[src/card_disable_pkg.sv]
// Purpose: Shared constants for the card forced-disable block
// Assumes: 32-bit classic Wishbone register bus, 250 MHz clock
// Notes: Register offsets are byte addresses
package card_disable_pkg;
  localparam int unsigned AW = 8;
  localparam logic [AW-1:0] CTRL_OFS = 8'h00;
  localparam logic [AW-1:0] STAT_OFS = 8'h04;
  localparam logic [AW-1:0] ACC_OFS = 8'h08;
  localparam logic [AW-1:0] ANS_OFS = 8'h0C;
  // Control fields
  localparam int unsigned CTRL_REQ_BIT = 0;
  localparam int unsigned CTRL_USE_BIT = 1;
  // Status fields
  localparam int unsigned ST_DIS_BIT = 0;
  localparam int unsigned ST_PRES_BIT = 1;
  localparam int unsigned ST_WP_BIT = 2;
  localparam int unsigned ST_STOP_BIT = 3;
  localparam int unsigned ST_BUSY_BIT = 4;
  // Access register fields
  localparam int unsigned ACC_OP_LSB = 0;
  localparam int unsigned ACC_OP_W = 3;
  // Access answer codes
  localparam logic [3:0] ANS_OK = 4'h0;
  localparam logic [3:0] ANS_NO_CARD = 4'h1;
  localparam logic [3:0] ANS_SKIPPED = 4'h2;
  localparam logic [3:0] ANS_PROTECT = 4'h3;
  localparam logic [3:0] ANS_NONE = 4'hF;
  localparam logic [31:0] RD_UNMAPPED = 32'h0000_0000;
  typedef enum logic [2:0] {
    OP_READ, OP_WRITE, OP_ERASE, OP_FILE_READ, OP_FILE_WRITE,
    OP_COMMENT_READ, OP_COMMENT_SET, OP_NOP
  } card_op_t;
  function automatic logic op_modifies(input card_op_t op);
    op_modifies = (op == OP_WRITE) || (op == OP_ERASE) ||
      (op == OP_FILE_WRITE) || (op == OP_COMMENT_SET);
  endfunction : op_modifies
  function automatic logic op_special(input card_op_t op);
    op_special = (op == OP_FILE_READ) || (op == OP_FILE_WRITE) ||
      (op == OP_COMMENT_READ) || (op == OP_COMMENT_SET);
  endfunction : op_special
endpackage : card_disable_pkg

[src/disable_ctrl.sv]
// Purpose: Forced-disable state machine for the card
// Assumes: Request level from software, one clock
// Notes: Request toggles are ignored until status has followed
`timescale 1ns/1ps
module disable_ctrl (
  // Clock and reset
  input wire logic clk_i,
  input wire logic rst_i,
  // Control
  input wire logic force_disable_request_i,
  input wire logic lock_stop_i,
  // State
  output logic disabled_o,
  output logic usable_o
);
  import card_disable_pkg::*;
  typedef enum logic [1:0] {S_RUN, S_ENTER, S_DIS, S_HOLD} dis_state_t;
  dis_state_t state_r, state_nxt;
  logic disabled_r, disabled_nxt;
  always_comb begin
    state_nxt = state_r;
    disabled_nxt = disabled_r;
    case (state_r)
      S_RUN: begin
        if (force_disable_request_i) begin
          state_nxt = S_ENTER;
        end
      end
      S_ENTER: begin
        // Disable applies regardless of the use condition
        state_nxt = S_DIS;
        disabled_nxt = 1'b1;
      end
      S_DIS: begin
        if (!force_disable_request_i) begin
          // Leave disable on request clear, or keep it in S_HOLD while lock stop is set
          state_nxt = lock_stop_i ? S_HOLD : S_RUN;
          disabled_nxt = lock_stop_i;
        end
      end
      S_HOLD: begin
        // Usable only when the lock is released too
        if (force_disable_request_i) begin
          state_nxt = S_DIS;
        end else if (!lock_stop_i) begin
          state_nxt = S_RUN;
          disabled_nxt = 1'b0;
        end
      end
      default: begin
        state_nxt = S_RUN;
        disabled_nxt = 1'b0;
      end
    endcase
  end
  always_ff @(posedge clk_i) begin
    if (rst_i) begin
      state_r <= S_RUN;
      disabled_r <= 1'b0;
    end else begin
      state_r <= state_nxt;
      disabled_r <= disabled_nxt;
    end
  end
  assign disabled_o = disabled_r;
  assign usable_o = !disabled_r && !lock_stop_i;
endmodule : disable_ctrl

[src/access_gate.sv]
// Purpose: Answers card accesses according to card state
// Assumes: One access request pulse at a time
// Notes: Answer is registered one cycle after the request
`timescale 1ns/1ps
module access_gate (
  // Clock and reset
  input wire logic clk_i,
  input wire logic rst_i,
  // Request
  input wire logic req_i,
  input wire logic [2:0] op_i,
  // Card state
  input wire logic present_i,
  input wire logic disabled_i,
  input wire logic lock_stop_i,
  input wire logic write_protect_i,
  // Answer
  output logic done_o,
  output logic [3:0] answer_o,
  output logic card_go_o
);
  import card_disable_pkg::*;
  logic done_r, done_nxt;
  logic [3:0] ans_r, ans_nxt;
  logic go_r, go_nxt;
  card_op_t op;
  always_comb begin
    op = card_op_t'(op_i);
    done_nxt = req_i;
    ans_nxt = ans_r;
    go_nxt = 1'b0;
    if (req_i) begin
      if (disabled_i && op_special(op)) begin
        ans_nxt = ANS_SKIPPED;
      end else if (disabled_i || !present_i || lock_stop_i) begin
        ans_nxt = ANS_NO_CARD;
      end else if (write_protect_i && op_modifies(op)) begin
        ans_nxt = ANS_PROTECT;
      end else begin
        ans_nxt = ANS_OK;
        go_nxt = (op != OP_NOP);
      end
    end
  end
  always_ff @(posedge clk_i) begin
    if (rst_i) begin
      done_r <= 1'b0;
      ans_r <= ANS_NONE;
      go_r <= 1'b0;
    end else begin
      done_r <= done_nxt;
      ans_r <= ans_nxt;
      go_r <= go_nxt;
    end
  end
  assign done_o = done_r;
  assign answer_o = ans_r;
  assign card_go_o = go_r;
endmodule : access_gate

[src/card_disable.sv]
// Purpose: Card forced-disable control with Wishbone registers
// Assumes: Classic Wishbone slave, synchronous inputs
// Notes: Ack comes one cycle after the strobe
//
// Implementation choices: register access over Wishbone and the address map.
`timescale 1ns/1ps
// Function
// - Stop card operation when request set
// - Readable status flag shows forced disable
// - Activity indicator off while disabled
// - Disable works even while card in use
// - Power cycle, reset or clear cancels
// - Ignore request toggles until status follows
// - Accesses answered as if no card
// - File and comment instructions skipped, distinct
// - Lock stop needs release and clear
// - Write protect rejects erase and modify
module card_disable (
  // Clock and reset
  input wire logic clk_i,
  input wire logic rst_i,
  // Wishbone slave
  input wire logic cyc_i,
  input wire logic stb_i,
  input wire logic we_i,
  input wire logic [card_disable_pkg::AW-1:0] adr_i,
  input wire logic [3:0] sel_i,
  input wire logic [31:0] dat_i,
  output logic [31:0] dat_o,
  output logic ack_o,
  // Card slot
  input wire logic card_present_i,
  input wire logic write_protect_i,
  input wire logic lock_stop_i,
  input wire logic card_activity_i,
  // Card side
  output logic card_go_o,
  output logic card_enable_o,
  output logic activity_led_o
);
  import card_disable_pkg::*;
  logic ack_r, ack_nxt;
  logic [31:0] dat_r, dat_nxt;
  logic req_r, req_nxt;
  logic use_r, use_nxt;
  logic acc_req_r, acc_req_nxt;
  logic [ACC_OP_W-1:0] acc_op_r, acc_op_nxt;
  logic busy_r, busy_nxt;
  logic led_r, led_nxt;
  logic en_r, en_nxt;
  logic disabled;
  logic usable;
  logic done;
  logic [3:0] answer;
  logic go;
  logic [3:0] ans_r, ans_nxt;
  logic go_r, go_nxt;
  logic wr_hit;
  logic rd_hit;

  disable_ctrl u_ctrl (
    .clk_i(clk_i),
    .rst_i(rst_i),
    .force_disable_request_i(req_r),
    .lock_stop_i(lock_stop_i),
    .disabled_o(disabled),
    .usable_o(usable)
  );

  access_gate u_gate (
    .clk_i(clk_i),
    .rst_i(rst_i),
    .req_i(acc_req_r),
    .op_i(acc_op_r),
    .present_i(card_present_i),
    .disabled_i(disabled),
    .lock_stop_i(lock_stop_i),
    .write_protect_i(write_protect_i),
    .done_o(done),
    .answer_o(answer),
    .card_go_o(go)
  );

  assign wr_hit = cyc_i && stb_i && we_i && ack_r;
  assign rd_hit = cyc_i && stb_i && !we_i && !ack_r;

  // Bus registers and access launch
  always_comb begin
    ack_nxt = cyc_i && stb_i && !ack_r;
    dat_nxt = dat_r;
    req_nxt = req_r;
    use_nxt = use_r;
    acc_req_nxt = 1'b0;
    acc_op_nxt = acc_op_r;
    busy_nxt = busy_r;
    ans_nxt = ans_r;
    if (wr_hit && sel_i[0]) begin
      case (adr_i)
        CTRL_OFS: begin
          req_nxt = dat_i[CTRL_REQ_BIT];
          use_nxt = dat_i[CTRL_USE_BIT];
        end
        ACC_OFS: begin
          if (!busy_r) begin
            acc_req_nxt = 1'b1;
            acc_op_nxt = dat_i[ACC_OP_LSB +: ACC_OP_W];
            busy_nxt = 1'b1;
          end
        end
        default: begin
        end
      endcase
    end
    if (done) begin
      busy_nxt = 1'b0;
      ans_nxt = answer;
    end
    if (rd_hit) begin
      case (adr_i)
        CTRL_OFS: begin
          dat_nxt = 32'h0000_0000;
          dat_nxt[CTRL_REQ_BIT] = req_r;
          dat_nxt[CTRL_USE_BIT] = use_r;
        end
        STAT_OFS: begin
          dat_nxt = 32'h0000_0000;
          dat_nxt[ST_DIS_BIT] = disabled;
          dat_nxt[ST_PRES_BIT] = card_present_i;
          dat_nxt[ST_WP_BIT] = write_protect_i;
          dat_nxt[ST_STOP_BIT] = lock_stop_i;
          dat_nxt[ST_BUSY_BIT] = busy_r;
        end
        ACC_OFS: begin
          dat_nxt = 32'h0000_0000;
          dat_nxt[ACC_OP_LSB +: ACC_OP_W] = acc_op_r;
        end
        ANS_OFS: begin
          dat_nxt = {28'h000_0000, ans_r};
        end
        default: begin
          dat_nxt = RD_UNMAPPED;
        end
      endcase
    end
  end

  // Card-facing outputs
  always_comb begin
    go_nxt = go && !disabled;
    en_nxt = usable;
    led_nxt = card_activity_i && use_r && !disabled;
  end

  always_ff @(posedge clk_i) begin
    if (rst_i) begin
      ack_r <= 1'b0;
      dat_r <= 32'h0000_0000;
      req_r <= 1'b0;
      use_r <= 1'b0;
      acc_req_r <= 1'b0;
      acc_op_r <= 3'h0;
      busy_r <= 1'b0;
      ans_r <= ANS_NONE;
      go_r <= 1'b0;
      en_r <= 1'b0;
      led_r <= 1'b0;
    end else begin
      ack_r <= ack_nxt;
      dat_r <= dat_nxt;
      req_r <= req_nxt;
      use_r <= use_nxt;
      acc_req_r <= acc_req_nxt;
      acc_op_r <= acc_op_nxt;
      busy_r <= busy_nxt;
      ans_r <= ans_nxt;
      go_r <= go_nxt;
      en_r <= en_nxt;
      led_r <= led_nxt;
    end
  end

  assign ack_o = ack_r;
  assign dat_o = dat_r;
  assign card_go_o = go_r;
  assign card_enable_o = en_r;
  assign activity_led_o = led_r;
endmodule : card_disable

[config.mk]
export PLATFORM = sky130hd
export DESIGN_NAME = card_disable
export DESIGN_NICKNAME = d
export VERILOG_FILES = /design/src/card_disable_pkg.sv /design/src/disable_ctrl.sv /design/src/access_gate.sv /design/src/card_disable.sv
export SDC_FILE = /design/constraint.sdc
export NUM_CORES = 1
export LEC_CHECK = 0
export ABC_AREA = 1
export BUFFER_PORTS_ARGS = -buffer_cell sky130_fd_sc_hd__buf_2
export CAP_MARGIN = 20
export CELL_PAD_IN_SITES_DETAIL_PLACEMENT = 0
export CELL_PAD_IN_SITES_GLOBAL_PLACEMENT = 1
export CORE_UTILIZATION = 28
export CTS_CLUSTER_SIZE = 25
export DETAILED_ROUTE_END_ITERATION = 8
export PLACE_DENSITY_LB_ADDON = 0.3
export REMOVE_ABC_BUFFERS = 1
export SLEW_MARGIN = 10
export SYNTH_ARGS = -nofsm -noshare
export SYNTH_HDL_FRONTEND = slang
export SYNTH_SLANG_ARGS = --single-unit
[constraint.sdc]
create_clock -name clk_i -period 1.4 [get_ports clk_i]
set_clock_uncertainty 0.2 [all_clocks]
set_input_delay 0.28 -clock clk_i [delete_from_list [all_inputs] [get_ports clk_i]]
set_output_delay 0.28 -clock clk_i [all_outputs]
set_load 0.1 [all_outputs]
==> summary.txt, run 1 <==
Layout
  – Net count of the finished layout: 286
  – Number of filler instances in the final layout: 538
  – Antenna fix cells: 0
  – Post-route non-filler standard cell count: 299
  – Layout overhead on the synthesized area: 29.0%
  – Layout cells sized above 1: 0.263

Worst setup path
  – Max stage delay on crit path: 0.36 ns
  – R2r setup slk: 0.07 ns
  – Launching element type of the critical path: register
  – Critical path capture point type: output port
  – Arrival time of data at the critical path endpoint: 0.89 ns
  – Critical path cell sequence: buf_6 > buf_12
  – Highest net fanout along the worst path: 3
  – Worst reg2reg startpoint: ack_o
  – Worst flop-to-flop path endpoint: acc_op_r[2]
  – Kind of critical path: reg2out
  – Origin of the worst setup path: ack_o
  – Standard cell with the maximum stage delay on the critical path: sky130_fd_sc_hd__dfxtp_2
  – Number of cells traversed by the worst register-to-register path: 5
  – Data required time of the critical path: 0.92 ns

Clock network
  – Maximum level of the CTS H-tree: 1
  – Clock root buffer: sky130_fd_sc_hd__clkbuf_8
  – Worst-skew pair later-pin latency: 0.27 ns
  – Clock-pin slew on the worst setup and hold paths: 0.09 ns
  – Buffer depth of the longest clock path: 2
  – Clk sinks: 27
  – Clock tree from TritonCTS: done
  – Clock buffers created by TritonCTS: 3

STA
  – Maximum achievable frequency: 0.729 GHz
  – Final worst-path cycle share: 0.980
  – RSZ-0062 raised after global routing: true
  – Total count of max-transition violations in the final report: 0
  – Min Tclk post-route: 1.37 ns
  – Total setup violations reported at the end of the flow: 0
  – Worst hold slack: 0.0269 ns
  – Number of hold violations in the final report: 0

Logic synthesis
  – Post-synthesis share of cell area spent on full adders, half adders and majority gates: 0
  – Multiplexer fraction of the synthesized cell area: 0
  – Main combinational cell family by area after synthesis: simple AND/OR/NAND/NOR gates
  – Warnings, synthesis: 0
  – Most common flop cell mapped by yosys: sky130_fd_sc_hd__dfxtp_1
  – Library cell with the highest instance count after synthesis: sky130_fd_sc_hd__nand2_1
  – Cell type contributing the most total cell area after synthesis: sky130_fd_sc_hd__dfxtp_1
  – Area share of and/or/nand/nor cells after synthesis: 0.302
  – Post-synth EDFFs: 0
  – Synthesized cell area: 1410 µm²
  – Fraction of post-synthesis cell area in the top cell type by area: 0.384
  – Parity-gate share of the synthesized area counting xor and xnor cells: 0
  – FFs w/ async S/R, synth: 0
  – Synthesized flop and latch total: 27
  – Most instantiated cells after synthesis: 41 x sky130_fd_sc_hd__nand2_1, 27 x sky130_fd_sc_hd__buf_4, 27 x sky130_fd_sc_hd__dfxtp_1, 20 x sky130_fd_sc_hd__nand3_1, 15 x sky130_fd_sc_hd__a21oi_1
  – Synth cell types: 27
  – Synth Instances: 189
  – Share of synthesized area occupied by flip-flops and latches: 0.384
  – Synth area leaders: sky130_fd_sc_hd__dfxtp_1 38%, sky130_fd_sc_hd__buf_4 14%, sky130_fd_sc_hd__nand2_1 11%
  – Compound-gate portion of the synthesized area: 0.108
  – Synth Area per Inst: 7.45 µm²

Place
  – Buffers on Ports: 29
  – Number of cells in the design after placement: 290
  – Global placer's final weighted congestion: 0.748
  – Half-perimeter wire length after placement: 2240 µm

Global route
  – Global route overflow: 0
  – First-pass GRT wire length: 4840 µm
  – Antenna violations before repair: 0
  – Vias in the first global route: 1097
  – Largest net degree at the start of global routing: 17
  – GRT Util Overall: 0.118

Die
  – Horizontal die dimension: 72.9 µm
  – Core outline area: 4790 µm²
  – Die boundary height: 72.9 µm
  – Site row count: 25
  – Area of the die: 5310 µm²
  – Effective utilization at floorplan: 0.294
  – Boundary pin count: 89

Route
  – Post-route antenna net violation count: 0
  – Detailed-route DRC error count: 0
  – Number of detailed-routing iterations run before antenna repair: 4
  – Count of vias placed by the detailed router: 1223
  – 1st-iter DRT viols: 27
  – Final WL: 2850 µm
  – Routed len/inst: 9.54 µm
  – Drt via density: 4.09

Run
  – Max-cap violations: 0

Power
  – Leak: 0.796 nW
  – Power density cells: 929 nW/µm²
  – Worst ir drop on vdd: 0.389 mV

Min path
  – Worst hold start: card_activity_i
  – Hold Crit Endpoint: activity_led_o
  – Min-delay worst type: in2reg
  – Hold Path Cell Cnt: 3

Run status
  – Status: finished, final reports clean
-- metrics by stage --
stage | util | total power [mW] | setup slack, ns | setup TNS (ns) | cell area (µm²)
detailed placement | 0.360 | 1.26 | -0.0475 | -0.191 | 1720
floorplan | - | 1.18 | -0.615 | -5.73 | 1280
global route | 0.379 | 1.76 | -0.0253 | -0.0951 | 1820
CTS | 0.370 | 1.71 | 0.0109 | 0 | 1770
global placement | 0.360 | 1.26 | -0.0360 | -0.127 | 1720
finish | 0.379 | 1.69 | 0.0281 | 0 | 1820
-- logic make-up (layout without fill, tap and decap cells) --
group           count (synthesis)  in the layout
flops                          27             27
compound gates                 29             29
other cells                     1             27
simple gates                   86             86
buf+inv                        46             63
-- worst max-delay path: cells and delay by family (launching register included) --
kind	cells	cell delay (ns)
buffers and inverters	2	0.27
flip-flops	1	0.36
-- power breakdown --
group / switching (mW) / internal [mW]
logic: 0.411 / 0.0674
clock network: 0.230 / 0.204
registers: 0.00383 / 0.772
-- cell type report --
| type | instances | area, µm² | area share |
|---|---|---|---|
| timing repair buffer | 43 | 402 | 0.221 |
| multi-input combinational | 142 | 682 | 0.376 |
| sequential | 27 | 543 | 0.299 |
| clock buffer | 4 | 45.0 | 0.0248 |
| inverter | 16 | 60.1 | 0.0331 |
| tap | 67 | 83.8 | 0.0462 |
-- metal layers --
metal | GRT usage | share of wire
met5 | 0 | 0
met4 | 0.0523 | 0.020
met3 | 0.0124 | 0.028
met2 | 0.201 | 0.49
met1 | 0.149 | 0.46
-- sequential cells by signal (all words and copies together), names as in the netlist --
register,count
card_enable_o,1
u_ctrl.state_r,2
acc_op_r,3
req_r,1
busy_r,1
dat_o,5
ans_r,3
u_gate.answer_o,3
card_go_o,1
acc_req_r,1
u_ctrl.disabled_o,1
ack_o,1
u_gate.card_go_o,1
use_r,1
u_gate.done_o,1
activity_led_o,1
-- cells in the final DEF (no fill, tap or decap), types with 5 or more instances in the layout --
master                    instances
sky130_fd_sc_hd__conb_1          27
sky130_fd_sc_hd__a21oi_1         15
sky130_fd_sc_hd__o21ai_1          5
sky130_fd_sc_hd__nor2_1          12
sky130_fd_sc_hd__buf_2           20
sky130_fd_sc_hd__nand2_1         41
sky130_fd_sc_hd__buf_12          10
sky130_fd_sc_hd__buf_4           12
sky130_fd_sc_hd__inv_1           12
sky130_fd_sc_hd__nand3_1         20
sky130_fd_sc_hd__dfxtp_1         25
sky130_fd_sc_hd__o21ai_0          5
-- how the worst max path moves through the flow --
stage                       end  slack (ns)  cells past startpoint
finish                    ack_o        0.03                      2
global route              ack_o       -0.03                      2
CTS                       ack_o        0.01                      2
detailed placement  acc_op_r[0]       -0.05                      6
global placement    acc_op_r[1]       -0.04                      6
floorplan           acc_op_r[2]       -0.62                      5
-- repair_timing --
item | in CTS | in global routing
setup buffers | 0 | 5
gates cloned | 0 | 0
hold endpoints to repair | 0 | 0
pin swaps | 0 | 3
gates resized for setup | 2 | 3
hold buffers | 0 | 0
endpoints found under the setup margin | 1 | 8
No activity file was read; power rests on OpenSTA's default activity.
==> run 2: changes to the inputs <==
- ABC_AREA: 1 -> unset
- CORE_UTILIZATION: 28 -> 30
==> run 2 against run 1 <==
Effect of this change:
- sequential share of layout area down 0.45 points
- sequential power about the same
- setup slack got worse by 0.093 ns
- the flow now finishes with violations (design-rule violations, negative setup slack)
- clock-buffer cell count stayed put
==> summary.txt, run 2 <==
Run status
  – Status: finished with violations
  – Failing checks: design-rule violations, negative setup slack

Route
  – Post-route antenna net violation count: 0
  – Count of vias placed by the detailed router: 1151
  – Number of detailed-routing iterations run before antenna repair: 6
  – Routed len/inst: 12.0 µm
  – Detailed-route DRC error count: 8
  – Final WL: 2950 µm
  – 1st-iter DRT viols: 52
  – Drt via density: 4.68

Die
  – Boundary pin count: 89
  – Horizontal die dimension: 71.1 µm
  – Effective utilization at floorplan: 0.320
  – Area of the die: 5060 µm²
  – Site row count: 24
  – Die boundary height: 71.1 µm
  – Core outline area: 4470 µm²

Worst setup path
  – Number of cells traversed by the worst register-to-register path: 3
  – Standard cell with the maximum stage delay on the critical path: sky130_fd_sc_hd__or3_4
  – Max stage delay on crit path: 0.38 ns
  – Data required time of the critical path: 1.37 ns
  – Critical path cell sequence: or3_4 > and3_4 > a221o_1
  – Launching element type of the critical path: register
  – CP top delay family: simple AND/OR/NAND/NOR gates
  – Arrival time of data at the critical path endpoint: 1.43 ns
  – Path length in cells of the critical path: 3
  – Highest net fanout along the worst path: 2
  – Kind of critical path: reg2reg
  – Critical path capture point type: register
  – Combined buffer and inverter count along the critical path: 0

Clock network
  – Maximum level of the CTS H-tree: 1
  – Clock root buffer: sky130_fd_sc_hd__clkbuf_8
  – Worst-skew pair later-pin latency: 0.28 ns
  – Post-CTS Hold Buffers: 0
  – Clock tree from TritonCTS: done
  – Post-CTS Setup Repair Bufs: 0
  – Clock buffers created by TritonCTS: 3
  – Clock-pin slew on the worst setup and hold paths: 0.09 ns
  – Buffer depth of the longest clock path: 2
  – Clk sinks: 27

Logic synthesis
  – Synthesized flop and latch total: 27
  – Most common flop cell mapped by yosys: sky130_fd_sc_hd__dfxtp_1
  – Post-synthesis share of cell area spent on full adders, half adders and majority gates: 0
  – Synth Instances: 151
  – FFs w/ async S/R, synth: 0
  – Post-synth EDFFs: 0
  – Multiplexer fraction of the synthesized cell area: 0.0891
  – Compound-gate portion of the synthesized area: 0.103
  – Parity-gate share of the synthesized area counting xor and xnor cells: 0
  – Warnings, synthesis: 0
  – Synthesized cell area: 1430 µm²
  – Synth cell types: 43
  – Fraction of post-synthesis cell area in the top cell type by area: 0.377
  – Synth Area per Inst: 9.49 µm²
  – Cell type contributing the most total cell area after synthesis: sky130_fd_sc_hd__dfxtp_1
  – Share of synthesized area occupied by flip-flops and latches: 0.377
  – Synth area leaders: sky130_fd_sc_hd__dfxtp_1 38%, sky130_fd_sc_hd__buf_4 14%, sky130_fd_sc_hd__mux2i_1 4.2%
  – Main combinational cell family by area after synthesis: simple AND/OR/NAND/NOR gates
  – Most instantiated cells after synthesis: 27 x sky130_fd_sc_hd__buf_4, 27 x sky130_fd_sc_hd__dfxtp_1, 8 x sky130_fd_sc_hd__nand2_1, 7 x sky130_fd_sc_hd__nand2b_1
  – Area share of and/or/nand/nor cells after synthesis: 0.267

Layout
  – Net count of the finished layout: 248
  – Layout cells sized above 1: 0.345
  – Layout overhead on the synthesized area: 29.3%
  – Max reg flops: 5
  – Most common cell after layout, fill and taps aside: sky130_fd_sc_hd__conb_1
  – Leading cell types in the layout, fill and taps excluded: 27 x sky130_fd_sc_hd__conb_1, 23 x sky130_fd_sc_hd__dfxtp_1, 20 x sky130_fd_sc_hd__buf_2, 14 x sky130_fd_sc_hd__buf_4, 9 x sky130_fd_sc_hd__buf_12
  – Layout Utilization: 0.414
  – Cell area after layout: 1850 µm²
  – Antenna fix cells: 0

Power
  – Net load switching power: 0.645 mW
  – Final Total Pwr: 1.69 mW
  – Power density cells: 913 nW/µm²
  – Gate power share: 0.278
  – Internal Pwr Total: 1.05 mW
  – Relative contribution of the clock network to total power: 0.265
  – Leak: 0.784 nW
  – Worst ir drop on vdd: 0.320 mV
  – Seq pwr share: 0.457
  – Proportion of total power due to net switching: 0.381

Global route
  – Global route overflow: 0
  – Vias in the first global route: 1057
  – Antenna violations before repair: 0
  – First-pass GRT wire length: 4710 µm
  – Largest net degree at the start of global routing: 19
  – GRT Util Overall: 0.121

STA
  – RSZ-0062 raised after global routing: true
  – Minimum setup slack in the final design: -0.0648 ns
  – Maximum achievable frequency: 0.683 GHz
  – Total setup violations reported at the end of the flow: 2
  – Total count of max-transition violations in the final report: 0
  – Min Tclk post-route: 1.46 ns
  – Number of hold violations in the final report: 0
  – Final worst-path cycle share: 1.05

Min path
  – Hold Path Cell Cnt: 2
  – Min-delay worst type: in2reg

Place
  – Global placer's final weighted congestion: 0.802
  – Buffers on Ports: 29
  – Half-perimeter wire length after placement: 2350 µm
  – Placed Area: 1770 µm²

Run
  – Max-cap violations: 0
[run 2: changes by cell type after synthesis, sizes merged, moves of 9 or more]
cell and change:
nor2 -10, inv -13, o21ai -9, nand2 -34, a21oi -9, nand3 -22
[run 2: layout make-up]
cell class                      count  area (µm²)
Clock buffer                        4        45.0
Timing Repair Buffer               45         408
Tap cell                           52        65.1
Sequential cell                    27         546
Multi-Input combinational cell    116         781
Inverter                            2        7.51
Fill cell                         449        2620
[run 2: path summary, 6_finish.rpt]
path	to	slack [ns]	startpoint
min	activity_led_o	0.03	card_activity_i
min reg2reg	card_go_o	0.23	u_gate.card_go_o
max reg2reg	u_gate.answer_o[1]	-0.06	acc_op_r[2]
max	u_gate.answer_o[1]	-0.06	acc_op_r[2]
[run 2: kinds of logic after synthesis]
family,Yosys count
mux,10
compound gates,21
simple gates,58
other cells,1
buf+inv,34
flops,27
[run 2: what timing repair did]
item,in CTS,in global routing
setup endpoints to repair,4,8
pin swaps,3,1
resized for setup,5,7
[run 2: stage by stage]
| step | setup WS [ns] | hold slack, ns | cells | setup TNS (ns) |
|---|---|---|---|---|
| 3_5_place_dp | -0.145 | 0.217 | 242 | -1.36 |
| 3_3_place_gp | -0.126 | 0.222 | 242 | -1.18 |
| 6_report | -0.0648 | 0.0281 | 246 | -0.0839 |
| 4_1_cts | -0.0640 | 0.0294 | 246 | -0.0962 |
| 2_1_floorplan | -0.604 | 0.147 | 145 | -5.79 |
| 5_1_grt | -0.0850 | 0.0279 | 246 | -0.201 |
[run 2: layer usage]
| metal | track usage | vias to the layer above | part of all wire |
|---|---|---|---|
| li1 | - | 572 | - |
| met5 | 0 | - | 0 |
| met2 | 0.210 | 50 | 0.48 |
| met4 | 0.0600 | 0 | 0.021 |
| met1 | 0.140 | 524 | 0.43 |
| met3 | 0.0242 | 5 | 0.068 |
[run 2: power groups by stage]
stage               clock, mW  sequential (mW)  combinational [mW]
CTS                     0.464            0.773               0.468
global route            0.486            0.774               0.488
global placement            0            0.790               0.465
detailed placement          0            0.791               0.467
floorplan                   0            0.810               0.354
finish                  0.447            0.773               0.471
